<file path="src/core/nvm_pkg.sv">
// constants shared by the byte store, its cpu port and the interface between them
// assumes a single 20 MHz clock for both ends
package nvm_pkg;
    localparam int CLK_PERIOD_NS = 50;
    localparam int MEM_BYTES = 512;
    localparam int ADDR_W = 9;
    localparam int WRITE_OSC_CYCLES = 27072;
    localparam int WRITE_TIME_US = 3300;
    localparam int RC_PERIOD_NS = WRITE_TIME_US * 1000 / WRITE_OSC_CYCLES;
    localparam int RC_DIV = (RC_PERIOD_NS / CLK_PERIOD_NS < 1) ? 1 : RC_PERIOD_NS / CLK_PERIOD_NS;
    localparam logic [2:0] ARM_CYCLES = 3'h4;
    localparam logic [2:0] READ_STALL = 3'h4;
    localparam logic [2:0] WRITE_STALL = 3'h2;
    // i/o register locations
    localparam int IO_ADDR_W = 6;
    localparam logic [5:0] IO_CTRL = 6'h1f;
    localparam logic [5:0] IO_DATA = 6'h20;
    localparam logic [5:0] IO_ADDR_LO = 6'h21;
    localparam logic [5:0] IO_ADDR_HI = 6'h22;
    // control register bits
    localparam int CTRL_READ = 0;
    localparam int CTRL_WRITE = 1;
    localparam int CTRL_ARM = 2;
    localparam int CTRL_RIE = 3;
    // axi register map of the cpu port
    localparam int AXI_AW = 8;
    localparam logic [7:0] REG_CMD = 8'h00;
    localparam logic [7:0] REG_RESULT = 8'h04;
    localparam logic [7:0] REG_STATUS = 8'h08;
    localparam logic [7:0] REG_IRQ_STAT = 8'h0c;
    localparam logic [7:0] REG_IRQ_MASK = 8'h10;
    localparam logic [7:0] REG_CTRL = 8'h14;
    localparam int CMD_DATA_LSB = 0;
    localparam int CMD_ADDR_LSB = 8;
    localparam int CMD_OP_LSB = 16;
    localparam int IRQ_DONE = 0;
    localparam int IRQ_READY = 1;
    localparam int HC_GIE = 0;
    localparam int HC_SPM = 1;
    localparam int ST_BUSY = 0;
    localparam int ST_READY = 1;
    localparam logic [1:0] RESP_OKAY = 2'h0;
    localparam logic [1:0] RESP_SLVERR = 2'h2;
    typedef enum logic [1:0] {OP_IO_WRITE, OP_IO_READ, OP_NVM_WRITE, OP_NVM_READ} op_type;
endpackage

</file>
<file path="src/core/nvm_io_if.sv">
// i/o register bus between the cpu port and the byte store
// assumes both ends on aclk; all signals driven from flip-flops
`timescale 1ns/10ps
interface nvm_io_if;
    import nvm_pkg::*;
    logic [IO_ADDR_W-1:0] io_addr;
    logic io_wr;
    logic io_rd;
    logic [7:0] io_wdata;
    logic [7:0] io_rdata;
    logic stall;
    logic ready_irq;
    logic global_int_en;
    logic self_program_busy;
    modport device(
        input io_addr, io_wr, io_rd, io_wdata, global_int_en, self_program_busy,
        output io_rdata, stall, ready_irq
    );
    modport cpu(
        output io_addr, io_wr, io_rd, io_wdata, global_int_en, self_program_busy,
        input io_rdata, stall, ready_irq
    );
endinterface

</file>
<file path="src/core/nvm_cpu_port.sv">
// cpu end: runs register accesses and the timed nvm sequences on command from axi4-lite
// assumes the byte store on the other side of nvm_io_if and the same clock
`timescale 1ns/10ps
module nvm_cpu_port
    import nvm_pkg::*;
(
    // clock and reset
    input wire logic aclk,
    input wire logic aresetn,
    // axi4-lite write
    input wire logic awvalid,
    output logic awready,
    input wire logic [AXI_AW-1:0] awaddr,
    input wire logic [2:0] awprot,
    input wire logic wvalid,
    output logic wready,
    input wire logic [31:0] wdata,
    input wire logic [3:0] wstrb,
    output logic bvalid,
    input wire logic bready,
    output logic [1:0] bresp,
    // axi4-lite read
    input wire logic arvalid,
    output logic arready,
    input wire logic [AXI_AW-1:0] araddr,
    input wire logic [2:0] arprot,
    output logic rvalid,
    input wire logic rready,
    output logic [31:0] rdata,
    output logic [1:0] rresp,
    // interrupt
    output logic irq,
    // register bus to the byte store
    nvm_io_if.cpu io
);
    typedef enum logic [1:0] {H_IDLE, H_GAP, H_WAIT} host_fsm_type;
    typedef struct packed {
        host_fsm_type state;
        op_type op;
        logic [5:0] cmd_addr;
        logic [7:0] cmd_data;
        logic [1:0] step;
        logic io_wr;
        logic io_rd;
        logic [5:0] io_addr;
        logic [7:0] io_wdata;
        logic [7:0] result;
        logic [1:0] irq_stat;
        logic [1:0] irq_mask;
        logic gie;
        logic spm;
        logic gie_out;
        logic ready_prev;
        logic irq;
        logic aw_have;
        logic w_have;
        logic [AXI_AW-1:0] aw_addr;
        logic [31:0] w_data;
        logic [3:0] w_strb;
        logic awready;
        logic wready;
        logic bvalid;
        logic [1:0] bresp;
        logic arready;
        logic rvalid;
        logic [31:0] rdata;
        logic [1:0] rresp;
    } host_state_type;

    host_state_type s_q;
    host_state_type s_d;

    // one access of a sequence: {is read, address, data}; step 2 is always the last
    function automatic logic [14:0] step_access(input host_state_type s, input logic [1:0] st);
        logic [7:0] rie;
        rie = {4'h0, s.cmd_data[CTRL_RIE], 3'h0};
        if (st == 2'h0) begin
            return {1'b1, IO_CTRL, 8'h00};
        end
        unique case (s.op)
            OP_IO_WRITE: return {1'b0, s.cmd_addr, s.cmd_data};
            OP_IO_READ: return {1'b1, s.cmd_addr, 8'h00};
            OP_NVM_WRITE: return (st == 2'h1) ? {1'b0, IO_CTRL, rie | 8'h04} : {1'b0, IO_CTRL, rie | 8'h02};
            OP_NVM_READ: return (st == 2'h1) ? {1'b0, IO_CTRL, rie | 8'h01} : {1'b1, IO_DATA, 8'h00};
        endcase
    endfunction

    function automatic logic [31:0] strb_mask(input logic [3:0] strb);
        return {{8{strb[3]}}, {8{strb[2]}}, {8{strb[1]}}, {8{strb[0]}}};
    endfunction

    logic [14:0] acc;
    logic [31:0] wv;

    always_comb begin
        s_d = s_q;
        s_d.io_wr = 1'b0;
        s_d.io_rd = 1'b0;
        acc = step_access(s_q, s_q.step);
        wv = 32'h0;

        unique case (s_q.state)
            H_IDLE: begin
            end
            H_GAP: s_d.state = H_WAIT;
            H_WAIT: begin
                if (!io.stall) begin
                    if (acc[14]) begin
                        s_d.result = io.io_rdata;
                    end
                    if (s_q.step == 2'h0 && (io.io_rdata[CTRL_WRITE] || s_q.spm)) begin
                        s_d.step = 2'h0;
                    end else if (s_q.step == 2'h2) begin
                        s_d.state = H_IDLE;
                    end else begin
                        s_d.step = s_q.step + 2'h1;
                    end
                    if (s_q.step != 2'h2 || !(s_q.step == 2'h2)) begin
                        s_d.state = (s_q.step == 2'h2) ? H_IDLE : H_GAP;
                    end
                    if (s_q.step == 2'h2) begin
                        s_d.irq_stat[IRQ_DONE] = 1'b1;
                    end
                end
            end
        endcase

        // axi write
        if (s_q.bvalid && bready) begin
            s_d.bvalid = 1'b0;
        end
        if (awvalid && s_q.awready) begin
            s_d.aw_have = 1'b1;
            s_d.aw_addr = awaddr;
        end
        if (wvalid && s_q.wready) begin
            s_d.w_have = 1'b1;
            s_d.w_data = wdata;
            s_d.w_strb = wstrb;
        end
        if (s_q.aw_have && s_q.w_have && !s_q.bvalid) begin
            s_d.aw_have = 1'b0;
            s_d.w_have = 1'b0;
            s_d.bvalid = 1'b1;
            s_d.bresp = RESP_OKAY;
            wv = s_q.w_data & strb_mask(s_q.w_strb);
            case (s_q.aw_addr)
                REG_CMD: begin
                    if (s_q.state == H_IDLE) begin
                        s_d.cmd_data = wv[CMD_DATA_LSB +: 8];
                        s_d.cmd_addr = wv[CMD_ADDR_LSB +: 6];
                        s_d.op = op_type'(wv[CMD_OP_LSB +: 2]);
                        s_d.step = (wv[CMD_OP_LSB + 1]) ? 2'h0 : 2'h2;
                        s_d.state = H_GAP;
                    end
                end
                REG_IRQ_STAT: s_d.irq_stat = s_d.irq_stat & ~wv[1:0];
                REG_IRQ_MASK: s_d.irq_mask = wv[1:0];
                REG_CTRL: begin
                    s_d.gie = wv[HC_GIE];
                    s_d.spm = wv[HC_SPM];
                end
                REG_RESULT, REG_STATUS: begin
                end
                default: s_d.bresp = RESP_SLVERR;
            endcase
        end

        // events set after the clear so that set wins
        if (s_q.state == H_WAIT && !io.stall && s_q.step == 2'h2) begin
            s_d.irq_stat[IRQ_DONE] = 1'b1;
        end
        if (io.ready_irq && !s_q.ready_prev) begin
            s_d.irq_stat[IRQ_READY] = 1'b1;
        end
        s_d.ready_prev = io.ready_irq;

        // issue the access of the current step
        if (s_d.state == H_GAP && (s_q.state != H_GAP)) begin
            acc = step_access(s_d, s_d.step);
            s_d.io_wr = !acc[14];
            s_d.io_rd = acc[14];
            s_d.io_addr = acc[13:8];
            s_d.io_wdata = acc[7:0];
        end

        // axi read
        if (s_q.rvalid && rready) begin
            s_d.rvalid = 1'b0;
        end
        if (arvalid && s_q.arready) begin
            s_d.rvalid = 1'b1;
            s_d.rresp = RESP_OKAY;
            s_d.rdata = 32'h0;
            case (araddr)
                REG_CMD: s_d.rdata = {14'h0, s_q.op, 2'h0, s_q.cmd_addr, s_q.cmd_data};
                REG_RESULT: s_d.rdata = {24'h0, s_q.result};
                REG_STATUS: s_d.rdata = {30'h0, io.ready_irq, s_q.state != H_IDLE};
                REG_IRQ_STAT: s_d.rdata = {30'h0, s_q.irq_stat};
                REG_IRQ_MASK: s_d.rdata = {30'h0, s_q.irq_mask};
                REG_CTRL: s_d.rdata = {30'h0, s_q.spm, s_q.gie};
                default: s_d.rresp = RESP_SLVERR;
            endcase
        end

        s_d.awready = !s_d.aw_have && !s_d.bvalid;
        s_d.wready = !s_d.w_have && !s_d.bvalid;
        s_d.arready = !s_d.rvalid;
        s_d.irq = |(s_d.irq_stat & s_d.irq_mask);
        s_d.gie_out = s_d.gie && (s_d.state == H_IDLE);
    end

    always_ff @(posedge aclk) begin
        if (!aresetn) begin
            s_q <= '0;
        end else begin
            s_q <= s_d;
        end
    end

    assign awready = s_q.awready;
    assign wready = s_q.wready;
    assign bvalid = s_q.bvalid;
    assign bresp = s_q.bresp;
    assign arready = s_q.arready;
    assign rvalid = s_q.rvalid;
    assign rdata = s_q.rdata;
    assign rresp = s_q.rresp;
    assign irq = s_q.irq;
    assign io.io_wr = s_q.io_wr;
    assign io.io_rd = s_q.io_rd;
    assign io.io_addr = s_q.io_addr;
    assign io.io_wdata = s_q.io_wdata;
    assign io.global_int_en = s_q.gie_out;
    assign io.self_program_busy = s_q.spm;
endmodule

</file>
<file path="src/flat_wrapper.sv">
// flat-port wrapper written by rule: the top's interface ports become plain ports
module nvm_cpu_port_flat import nvm_pkg::*;
  (aclk, aresetn, awvalid, awready, awaddr, awprot, wvalid, wready, wdata, wstrb, bvalid, bready, bresp, arvalid, arready, araddr, arprot, rvalid, rready, rdata, rresp, irq, io_io_addr, io_io_wr, io_io_rd, io_io_wdata, io_global_int_en, io_self_program_busy, io_io_rdata, io_stall, io_ready_irq);
  nvm_io_if io_i ();
  input wire logic aclk;
  input wire logic aresetn;
  input wire logic awvalid;
  output logic awready;
  input wire logic [AXI_AW-1:0] awaddr;
  input wire logic [2:0] awprot;
  input wire logic wvalid;
  output logic wready;
  input wire logic [31:0] wdata;
  input wire logic [3:0] wstrb;
  output logic bvalid;
  input wire logic bready;
  output logic [1:0] bresp;
  input wire logic arvalid;
  output logic arready;
  input wire logic [AXI_AW-1:0] araddr;
  input wire logic [2:0] arprot;
  output logic rvalid;
  input wire logic rready;
  output logic [31:0] rdata;
  output logic [1:0] rresp;
  output logic irq;
  output wire logic [$bits(io_i.io_addr)-1:0] io_io_addr;
  output wire logic [$bits(io_i.io_wr)-1:0] io_io_wr;
  output wire logic [$bits(io_i.io_rd)-1:0] io_io_rd;
  output wire logic [$bits(io_i.io_wdata)-1:0] io_io_wdata;
  output wire logic [$bits(io_i.global_int_en)-1:0] io_global_int_en;
  output wire logic [$bits(io_i.self_program_busy)-1:0] io_self_program_busy;
  input wire logic [$bits(io_i.io_rdata)-1:0] io_io_rdata;
  input wire logic [$bits(io_i.stall)-1:0] io_stall;
  input wire logic [$bits(io_i.ready_irq)-1:0] io_ready_irq;
  assign io_io_addr = io_i.io_addr;
  assign io_io_wr = io_i.io_wr;
  assign io_io_rd = io_i.io_rd;
  assign io_io_wdata = io_i.io_wdata;
  assign io_global_int_en = io_i.global_int_en;
  assign io_self_program_busy = io_i.self_program_busy;
  assign io_i.io_rdata = io_io_rdata;
  assign io_i.stall = io_stall;
  assign io_i.ready_irq = io_ready_irq;
  nvm_cpu_port u_core (.aclk(aclk), .aresetn(aresetn), .awvalid(awvalid), .awready(awready), .awaddr(awaddr), .awprot(awprot), .wvalid(wvalid), .wready(wready), .wdata(wdata), .wstrb(wstrb), .bvalid(bvalid), .bready(bready), .bresp(bresp), .arvalid(arvalid), .arready(arready), .araddr(araddr), .arprot(arprot), .rvalid(rvalid), .rready(rready), .rdata(rdata), .rresp(rresp), .irq(irq), .io(io_i));
endmodule
</file>
<file path="config.mk">
export PLATFORM = sky130hd
export DESIGN_NAME = nvm_cpu_port_flat
export DESIGN_NICKNAME = d
export VERILOG_FILES = /design/src/core/nvm_pkg.sv /design/src/core/nvm_io_if.sv /design/src/core/nvm_cpu_port.sv /design/src/flat_wrapper.sv
export SDC_FILE = /design/constraint.sdc
export NUM_CORES = 1
export LEC_CHECK = 0
export ABC_AREA = 1
export ABC_CLOCK_PERIOD_IN_PS = 2100
export BUFFER_PORTS_ARGS = -buffer_cell sky130_fd_sc_hd__buf_2
export CAP_MARGIN = 20
export CORE_ASPECT_RATIO = 1.75
export CORE_UTILIZATION = 50
export CTS_BUF_LIST = sky130_fd_sc_hd__clkbuf_8
export DETAILED_ROUTE_END_ITERATION = 10
export GPL_ROUTABILITY_DRIVEN = 1
export HOLD_SLACK_MARGIN = 0.02
export PLACE_DENSITY_LB_ADDON = 0.12
export RECOVER_POWER = 50
export SETUP_SLACK_MARGIN = 0.5
export SLEW_MARGIN = 20
export SYNTH_ARGS = -nofsm -noshare
export SYNTH_HDL_FRONTEND = slang
export SYNTH_SLANG_ARGS = --single-unit
</file>
<file path="constraint.sdc">
create_clock -name aclk -period 2.1 [get_ports aclk]
set_input_delay 0.315 -clock aclk [delete_from_list [all_inputs] [get_ports aclk]]
set_output_delay 0.315 -clock aclk [all_outputs]
set_load 0.01 [all_outputs]
</file>
==> results of run 1 <==
[worst max-delay path by stage]
stage                       endpoint  slack [ns]  cells past startpoint
4_1_cts               u_core.s_q[99]        0.36                      6
3_5_place_dp   u_core.io.io_wdata[7]        0.14                     12
6_report        u_core.io.io_addr[3]        0.23                      9
5_1_grt         u_core.io.io_addr[3]        0.12                      9
3_3_place_gp   u_core.io.io_wdata[4]        0.17                     12
2_1_floorplan   u_core.io.io_addr[1]        0.45                     13
[cell families (layout without fill, tap and decap cells)]
group,count (synthesis),in the layout
AO/OA/AOI/OAI,134,134
adder cells (fa/ha/maj),6,6
buffers and inverters,140,212
flip-flops,105,105
other,1,18
AND/OR/NAND/NOR,288,290
[routing by layer]
metal / wire (µm) / GRT usage, % / up-vias
met2: 6010 / 40.1 / 130
met4: 323 / 9.40 / 0
li1: - / - / 2267
met5: 0 / 0 / -
met3: 436 / 4.11 / 23
met1: 4850 / 26.2 / 1972
[critical path: cells and delay by family, from the launching register on]
family / cells / cell delay, ns
flip-flops: 1 / 0.39
AO/OA/AOI/OAI: 1 / 0.21
AND/OR/NAND/NOR: 8 / 1.16
[registers in the layout, indices dropped and copies added (netlist names)]
| register | count |
|---|---|
| u_core.rdata | 16 |
| u_core.bvalid | 1 |
| u_core.io.io_wdata | 8 |
| u_core.io.io_addr | 6 |
| u_core.rresp | 1 |
| u_core.s_q | 63 |
| u_core.io.io_wr | 1 |
| u_core.awready | 1 |
| u_core.wready | 1 |
| u_core.io.self_program_busy | 1 |
| u_core.arready | 1 |
| u_core.bresp | 1 |
| u_core.io.io_rd | 1 |
| u_core.io.global_int_en | 1 |
| u_core.irq | 1 |
| u_core.rvalid | 1 |
[cell usage in the layout (no fill, tap or decap), types with 2 or more instances in the layout]
master / n
nand2_1: 113
dfxtp_1: 101
nor2_1: 79
o21ai_0: 63
buf_2: 51
inv_1: 50
a21oi_1: 45
clkbuf_1: 43
buf_4: 30
nand3_1: 26
conb_1: 18
nand2_2: 15
nor2_4: 13
clkbuf_8: 11
nand2_4: 8
nand3_2: 8
nand4_1: 7
o21ai_1: 7
inv_2: 6
o21ai_2: 6
nor2_2: 5
a21oi_2: 5
inv_4: 4
nand3b_1: 4
nor3_1: 4
ha_4: 4
buf_6: 4
dfxtp_2: 4
nand3_4: 3
a21oi_4: 2
inv_8: 2
ha_1: 2
clkinv_2: 2
buf_12: 2
[layout make-up]
class,count,area [µm²]
fill,928,3580
multi-input combinational,448,2460
sequential,105,2110
timing repair buffer,133,774
inverter,64,268
tap,122,153
clock buffer,11,151
clock inverter,3,17.5
timing repair inverter,1,11.3
[power breakdown]
group	total [µW]	switching, µW	internal, µW
Combinational	433	269	164
Clock	1110	633	479
Sequential	2100	42.3	2060
Total	3650	945	2700
[metrics by stage]
step / cells / hold slack [ns] / util [%] / setup slack [ns]
final: 887 / 0.145 / 62.4 / 0.230
after global routing: 887 / 0.154 / 62.4 / 0.121
after CTS: 877 / 0.135 / 61.4 / 0.364
after detailed placement: 839 / 0.437 / 54.4 / 0.137
after global placement: 839 / 0.433 / 54.4 / 0.169
after floorplan: 691 / 0.413 / - / 0.452
[what timing repair did]
item	4_1_cts	5_1_grt
setup buffers	20	10
endpoints found under the setup margin	25	27
hold buffers	0	0
resized for setup	79	27
pin swaps	33	30
gates cloned	4	0
==> metrics.md, run 1 <==
| Metric | Value |
|---|---|
| Synth top area cells | `dfxtp_1 (43%), nand2_1 (9.8%), buf_4 (7.8%), o21ai_0 (7.0%), nor2_1 (6.7%)` |
| CTS tree | `built` |
| Post-synth top cells | `nand2_1 (128), dfxtp_1 (105), nor2_1 (88), o21ai_0 (69), inv_1 (58)` |
| Ys async rst share | `0%` |
| DRC | `0` |
| Max-cap violations | `0` |
| Largest net degree at the start of global routing | `34` |
| Clk sinks | `105` |
| Reg2reg end | `u_core.io.io_addr[3]` |
| Drt initial violations | `244` |
| Tot Pwr | `3650 µW` |
| Post-Synth Adder-Cell Area | `1.53%` |
| Avg Cell Area, Syn | `7.29 µm²` |
| Gpl congestion | `0.826` |
| Clk_skew | `0.0124 ns` |
| Core Rows | `47` |
| Crit start category | `register` |
| Worst Setup End Kind | `register` |
| Period utilization | `89.0%` |
| Die area | `10200 µm²` |
| Root buf cell | `clkbuf_8` |
| Core area | `9530 µm²` |
| Count leader, synth | `nand2_1` |
| Global route total overflow | `0` |
| Worst EP required | `2.36 ns` |
| CTS H-tree lvls | `3` |
| Synth Flop Type | `dfxtp_1` |
| Max IR drop VDD | `501 µV` |
| Crit Path Max Fanout | `7` |
| Routed length per instance | `13.1 µm` |
| Outcome | `finished, final reports clean` |
| Mux contribution to synthesized area | `0%` |
| Post-Route WL | `11.6 mm` |
| Final Setup Violations | `0` |
| Vias | `4392` |
| Reg2Reg Depth | `9` |
| Initial antenna violation count | `0` |
| Compound-Gate Fraction of Synth Area | `14.5%` |
| Arr. time, crit path | `2.13 ns` |
| Crit-path slowest cell | `dfxtp_1` |
| Largest family of logic cells by synthesized area | `simple AND/OR/NAND/NOR gates` |
| Number of synthesized flops with an enable pin | `0` |
| Final Hold Vio Count | `0` |
| Port bufs | `93` |
| Chip width | `76.9 µm` |
| Seq cells post-synth | `105` |
| Tightest Pin Transition | `1.15 ns` |
| Pwr per Cell Area | `613 nW/µm²` |
| Critical path type | `register to register` |
| Overall routing resource usage | `22.6%` |
| Sequential share of the synthesized area | `42.8%` |
| P&R area growth vs syn | `21.0%` |
| Slew HR | `23.4%` |
| Cts bufs inserted | `9` |
| Leak | `0.00241 µW` |
| DP Area | `5180 µm²` |
| TritonRoute pass-1 iters | `5` |
| Clk pin slew, worst setup/hold paths | `0.09 ns` |
| First-pass GRT wire length | `18.7 mm` |
| Most frequent CP cell | `nor2_4` |
| Reg2Reg Launch Point | `u_core.s_q[86]` |
| Max Slew Vio Count | `0` |
| Synth area leader | `dfxtp_1` |
| Vias per cell | `4.95` |
| Max clock buf depth | `2` |
| Crit-path cells | `nand3_1, nor2_4, nand3_4, nand2_2, nor2_4, o21ai_4, nand3_2, nor2_2, nor2_1` |
| R2r setup slk | `0.23 ns` |
| Synth Area in XOR/XNOR | `0%` |
| DP Wirelength | `7.84 mm` |
| Clock Latency Late Sink | `0.37 ns` |
| Syn Inst Count | `674` |
| Nets | `843` |
| Hold Path End | `u_core.s_q[88]` |
| Yosys cell types | `39` |
| Hold path start | `io_ready_irq` |
| ANT cells | `0` |
| Post-route cell area | `5940 µm²` |
| Starting Density | `51.6%` |
| F_max | `0.535 GHz` |
| Minimum clock period | `1.87 ns` |
| Post-Synth Simple-Gate Area | `25.9%` |
| Die height | `133 µm` |
| Synth Warn # | `0` |
| Antenna-violating nets left | `0` |
| Hold Path Class | `input pin to register` |
| I/O pins | `135` |
| RSZ-0062 raised after global routing | `yes` |
| CP peak stage delay | `0.39 ns` |
| Layout cells sized above 1 | `25.8%` |
| Synth Cell Area | `4910 µm²` |
| Vias in the first global route | `4098` |
| Setup TNS | `0 ns` |
| Post-synth top area share | `42.8%` |
| Hold path depth | `3` |
| CP startpoint | `u_core.s_q[86]` |
Power figures use the tool's default switching activity.
==> run 2: changes to the inputs <==
==> constraint.sdc (replaced) <==
create_clock -name aclk -period 2.1 [get_ports aclk]
set_input_delay 0.42 -clock aclk [delete_from_list [all_inputs] [get_ports aclk]]
set_output_delay 0.42 -clock aclk [all_outputs]
set_load 0.01 [all_outputs]
==> metrics.md, run 2 (synthesis gave the netlist of run 1 again) <==
| Metric | Value |
|---|---|
| Root buf cell | `clkbuf_8` |
| Max Slew Vio Count | `0 (unchanged)` |
| Global route total overflow | `0 (unchanged)` |
| Final Setup Violations | `0 (unchanged)` |
| Tot Pwr | `3590 µW (-1.5%)` |
| RSZ-0062 raised after global routing | `yes` |
| CP Depth | `11 (+2)` |
| Pwr per Cell Area | `627 nW/µm² (+2.2%)` |
| Starting Density | `51.6% (unchanged)` |
| Post-route cell area | `5730 µm² (-3.6%)` |
| Antenna-violating nets left | `0 (unchanged)` |
| I/O pins | `135 (unchanged)` |
| Clk_skew | `0.0152 ns (+0.00277 ns)` |
| Clk pin slew, worst setup/hold paths | `0.10 ns (about the same)` |
| CP peak stage delay | `0.38 ns (about the same)` |
| Hold path depth | `3 (unchanged)` |
| Crit-path cells | `inv_4, ha_4, inv_1, nor2_4, nand3_4, nand2_1, nor2_4, o21ai_4, nand3_1, nor2_1, nor2_1` |
| Max-cap violations | `0 (unchanged)` |
| Worst EP required | `2.36 ns (about the same)` |
| Minimum clock period | `1.77 ns (-0.0993 ns)` |
| Vias | `4273 (-2.7%)` |
| DP Area | `5170 µm² (-0.14%)` |
| Port bufs | `93 (unchanged)` |
| TritonRoute pass-1 iters | `4 (-1)` |
| F_max | `0.565 GHz (+5.6%)` |
| Crit-path slowest cell | `dfxtp_4` |
| Max clock buf depth | `2 (unchanged)` |
| First-pass GRT wire length | `17.6 mm (-5.5%)` |
| Nets | `830 (-1.5%)` |
| DRC | `0 (unchanged)` |
| Non-Filler Instances | `875 (-1.4%)` |
| Buf/Inv on CP | `2 (+2)` |
| Core Rows | `47 (unchanged)` |
| Initial antenna violation count | `0 (unchanged)` |
| DP Wirelength | `7.69 mm (-1.9%)` |
| Cts bufs inserted | `9 (unchanged)` |
| Core area | `9530 µm² (unchanged)` |
| Worst Setup End Kind | `register` |
| Crit path max-delay family | `simple AND/OR/NAND/NOR gates` |
| Routed length per instance | `12.5 µm (-4.7%)` |
| Largest net degree at the start of global routing | `62 (+82%)` |
| Final WS setup | `0.330 ns (+0.0993 ns)` |
| Slew HR | `27.0% (+3.6 points)` |
| Die area | `10200 µm² (unchanged)` |
| P&R area growth vs syn | `16.6%` |
| Outcome | `finished, final reports clean` |
| Most frequent cells in the layout | `nand2_1 (121), dfxtp_1 (97), nor2_1 (81)` |
| Clock Latency Late Sink | `0.37 ns (about the same)` |
| Max reg flops | `63 (unchanged)` |
| Fillers | `921 (-0.75%)` |
| Hold Path Class | `input pin to register` |
| Critical path type | `register to register` |
| Gpl congestion | `0.820 (-0.74%)` |
| Chip width | `76.9 µm (unchanged)` |
| Overall routing resource usage | `21.6% (-0.98 points)` |
| Crit Path Max Fanout | `7 (unchanged)` |
| Max IR drop VDD | `492 µV (-1.7%)` |
| Drt initial violations | `178 (-27%)` |
| Largest register by flop count | `u_core.s_q` |
| Vias in the first global route | `3992 (-2.6%)` |
| Commonest non-fill, non-tap cell in the layout | `nand2_1` |
| Period utilization | `84.3% (-4.7 points)` |
| Setup slack at placement | `0.121 ns (-0.0157 ns)` |
| Die height | `133 µm (unchanged)` |
| Post-Route WL | `10.9 mm (-6.0%)` |
| Clk sinks | `105 (unchanged)` |
| CTS H-tree lvls | `3 (unchanged)` |
| Final Hold Vio Count | `0 (unchanged)` |
| Crit start category | `register` |
| Placed Cells | `838 (-0.12%)` |
| Setup TNS | `0 ns (unchanged)` |
| ANT cells | `0 (unchanged)` |
| Arr. time, crit path | `2.03 ns (-0.10 ns)` |
| Tightest Pin Transition | `1.10 ns (-0.0546 ns)` |
| Reg2Reg Depth | `11 (+2)` |
| Vias per cell | `4.88 (-1.4%)` |
| Layout cells sized above 1 | `24.0% (-1.7 points)` |
| CTS tree | `built` |
| Leak | `0.00236 µW (-2.1%)` |
==> run 2: cell types whose count changed in the layout (fill, tap and decap cells not counted), sizes merged <==
cell	change
buf	-3
clkbuf	-9
inv	+1
nor2	-1
==> run 2: worst paths after layout <==
check	start	to	slack, ns
setup reg to reg	u_core.s_q[139]	u_core.io.io_addr[2]	0.33
setup / recovery	u_core.s_q[139]	u_core.io.io_addr[2]	0.33
hold / removal	io_ready_irq	u_core.s_q[88]	0.25
hold reg to reg	u_core.s_q[102]	u_core.s_q[102]	0.45
==> run 2: layer usage <==
metal	global-route usage, %	vias to the layer above	wire [µm]
li1	-	2245	-
met1	24.2	1917	4650
met2	39.4	94	5650
met3	3.77	17	380
met4	9.40	0	246
met5	0	-	0
==> run 2: what timing repair did <==
action                     in CTS  in global routing
hold endpoints to repair        0                  0
hold buffers                    0                  0
setup endpoints to repair      25                 34
buffers inserted               13                  8
resized for setup              45                 41
gates cloned                    1                  0
pin swaps                      30                 23
==> run 2: final cells by class <==
cell class	count	area [µm²]	share of cell area [%]
Clock inverter	5	25.0	0.437
Tap cell	122	153	2.66
Clock buffer	10	138	2.40
Timing Repair Buffer	122	646	11.3
Sequential cell	105	2110	36.9
Multi-Input combinational cell	447	2390	41.7
Inverter	64	267	4.65
==> run 2: per-stage QoR <==
| step | utilization, % | hold WS [ns] |
|---|---|---|
| CTS | 58.7 | 0.245 |
| detailed placement | 54.3 | 0.440 |
| floorplan | - | 0.424 |
| finish | 60.1 | 0.255 |
| global route | 60.1 | 0.249 |
| global placement | 54.3 | 0.435 |
==> run 2: report_power, final <==
| part | internal, µW | leakage (µW) | switching [µW] |
|---|---|---|---|
| clock | 445 | 0.0000905 | 643 |
| combinational | 144 | 0.00142 | 253 |
| sequential | 2060 | 0.000857 | 46.6 |
| total | 2650 | 0.00236 | 943 |
==> run 2: worst reg2reg max path, delay by kind of cell, from the launching register on <==
kind | cells | cell delay, ns
AND/OR/NAND/NOR | 7 | 0.86
AO/OA/AOI/OAI | 1 | 0.17
flip-flops | 1 | 0.38
buffers and inverters | 2 | 0.12
adder cells (fa/ha/maj) | 1 | 0.14
==> run 3: changes to the inputs <==
--- a/config.mk
+++ b/config.mk
@@ -6,11 +6,11 @@
 export NUM_CORES = 1
 export LEC_CHECK = 0
 export ABC_AREA = 1
-export ABC_CLOCK_PERIOD_IN_PS = 2100
+export ABC_CLOCK_PERIOD_IN_PS = 1500
 export BUFFER_PORTS_ARGS = -buffer_cell sky130_fd_sc_hd__buf_2
 export CAP_MARGIN = 20
 export CORE_ASPECT_RATIO = 1.75
-export CORE_UTILIZATION = 50
+export CORE_UTILIZATION = 49
 export CTS_BUF_LIST = sky130_fd_sc_hd__clkbuf_8
 export DETAILED_ROUTE_END_ITERATION = 10
 export GPL_ROUTABILITY_DRIVEN = 1
==> constraint.sdc (replaced) <==
create_clock -name aclk -period 1.5 [get_ports aclk]
set_input_delay 0.3 -clock aclk [delete_from_list [all_inputs] [get_ports aclk]]
set_output_delay 0.3 -clock aclk [all_outputs]
set_load 0.01 [all_outputs]
==> metrics.md, run 3 (synthesis gave the netlist of run 1 again) <==
| Metric | Value |
|---|---|
| Vias | `4889 (+14%)` |
| Worst EP required | `1.80 ns (-0.56 ns)` |
| Core area | `9790 µm² (+2.8%)` |
| Most frequent cells in the layout | `nand2_1 (85), buf_6 (85), nor2_1 (63)` |
| DRC | `0 (unchanged)` |
| Vias in the first global route | `4500 (+13%)` |
| Overall routing resource usage | `24.6% (+3.0 points)` |
| RSZ-0062 raised after global routing | `yes` |
| Period utilization | `130% (+46 points)` |
| Final Hold Vio Count | `0 (unchanged)` |
| Max reg flops | `63 (unchanged)` |
| Post-Route WL | `14.5 mm (+33%)` |
| Leak | `0.00315 µW (+33%)` |
| Clk_skew | `0.0145 ns (-0.000666 ns)` |
| F_max | `0.511 GHz (-9.5%)` |
| Root buf cell | `clkbuf_8` |
| Max-cap violations | `0 (unchanged)` |
| Clock Latency Late Sink | `0.38 ns (about the same)` |
| Max Slew Vio Count | `0 (unchanged)` |
| Starting Density | `50.2% (-1.4 points)` |
| Nets | `904 (+8.9%)` |
| TritonRoute pass-1 iters | `5 (+1)` |
| Final core utilization | `77.1% (+17 points)` |
| Cts bufs inserted | `9 (unchanged)` |
| Vias per cell | `5.14 (+5.3%)` |
| Chip width | `77.7 µm (+0.99%)` |
| ANT cells | `0 (unchanged)` |
| CP peak stage delay | `0.35 ns (-0.03 ns)` |
| Initial antenna violation count | `0 (unchanged)` |
| First-pass GRT wire length | `20.2 mm (+14%)` |
| Largest register by flop count | `u_core.s_q` |
| Layout cells sized above 1 | `55.2% (+31 points)` |
| Minimum clock period | `1.96 ns (+0.187 ns)` |
| Max IR drop VDD | `795 µV (+61%)` |
| Global route total overflow | `0 (unchanged)` |
| Port bufs | `93 (unchanged)` |
| P&R area growth vs syn | `53.6%` |
| Largest net degree at the start of global routing | `28 (-55%)` |
| Pwr per Cell Area | `724 nW/µm² (+15%)` |
| Clk sinks | `105 (unchanged)` |
| CTS H-tree lvls | `3 (unchanged)` |
| Outcome | `finished, violations left` |
| Setup TNS | `-6.66 ns (-6.66 ns)` |
| Critical path type | `register to register` |
| Crit-path cells | `inv_4, ha_4, inv_4, nor2_4, o21ai_2, buf_6, nand3b_1, nor2_2, nand2_1, nand2_1, nand3_1, a21oi_1` |
| Routed length per instance | `15.3 µm (+22%)` |
| Worst Setup End Kind | `register` |
| Violated checks | `setup timing` |
| Max clock buf depth | `2 (unchanged)` |
| Crit start category | `register` |
| Hold buffer count at cts | `0 (unchanged)` |
| Final WS setup | `-0.457 ns (-0.787 ns)` |
| Hold Path Class | `input pin to register` |
| Clk pin slew, worst setup/hold paths | `0.09 ns (about the same)` |
| Die height | `134 µm (+1.0%)` |
| Core Rows | `48 (+2.1%)` |
| Arr. time, crit path | `2.26 ns (+0.23 ns)` |
| DP Wirelength | `8.64 mm (+12%)` |
| CTS tree | `built` |
| Gpl congestion | `0.838 (+2.2%)` |
| I/O pins | `135 (unchanged)` |
| Drt initial violations | `209 (+17%)` |
| Crit-path slowest cell | `dfxtp_2` |
| Die area | `10500 µm² (+2.0%)` |
| Crit Path Max Fanout | `5 (-2)` |
| Final Setup Violations | `32 (+32)` |
| Antenna-violating nets left | `0 (unchanged)` |
## run 3: worst paths after layout
kind | from | endpoint | slack, ns | cells past startpoint
max | u_core.s_q[138] | u_core.io.io_wdata[2] | -0.46 | 12
min | io_ready_irq | u_core.s_q[88] | 0.15 | 3
max reg2reg | u_core.s_q[138] | u_core.io.io_wdata[2] | -0.46 | 12
min reg2reg | u_core.s_q[78] | u_core.s_q[78] | 0.47 | 2
## run 3: metal layers
metal / track usage [%] / vias to the layer above / wire length (µm)
met5: 0 / - / 0
met4: 11.4 / 0 / 648
met3: 3.45 / 52 / 498
met2: 46.7 / 148 / 7980
met1: 26.2 / 2305 / 5400
li1: - / 2384 / -
## run 3: critical path: cells and delay by family (launching register included)
| kind | cells | cell delay (ns) |
|---|---|---|
| flops | 1 | 0.35 |
| simple gates | 6 | 0.94 |
| fa+ha+maj | 1 | 0.14 |
| compound gates | 2 | 0.22 |
| buf+inv | 3 | 0.25 |
## run 3: through the flow
step | area (µm²) | worst slack [ns] | total power [µW] | cells | hold WS, ns
floorplan | 5180 | -0.147 | 3430 | 691 | 0.398
global placement | 5660 | -0.256 | 3620 | 886 | 0.433
detailed placement | 5660 | -0.288 | 3640 | 886 | 0.438
CTS | 6740 | -0.201 | 5330 | 927 | 0.112
global route | 7550 | -0.500 | 5670 | 951 | 0.157
finish | 7550 | -0.457 | 5470 | 951 | 0.148
## run 3: where the power goes
part	leakage [µW]	total, µW	internal [µW]	switching (µW)
clock	0.0000847	1580	671	907
sequential	0.000877	2970	2890	83.4
combinational	0.00219	913	419	494
total	0.00315	5470	3980	1480
## run 3: repair_timing
item                       4_1_cts  5_1_grt
buffers inserted                23       22
resized for setup              201      176
cloned                           4        2
setup endpoints to repair      140      140
pin swaps                       41       79
## run 3: area by class of cell
class	count	area, µm²
Timing Repair Buffer	192	1740
Multi-Input combinational cell	447	2980
Timing Repair inverter	4	30.0
Fill cell	660	2240
Clock inverter	3	18.8
Clock buffer	11	151
Inverter	64	305
Sequential cell	105	2170
Tap cell	125	156
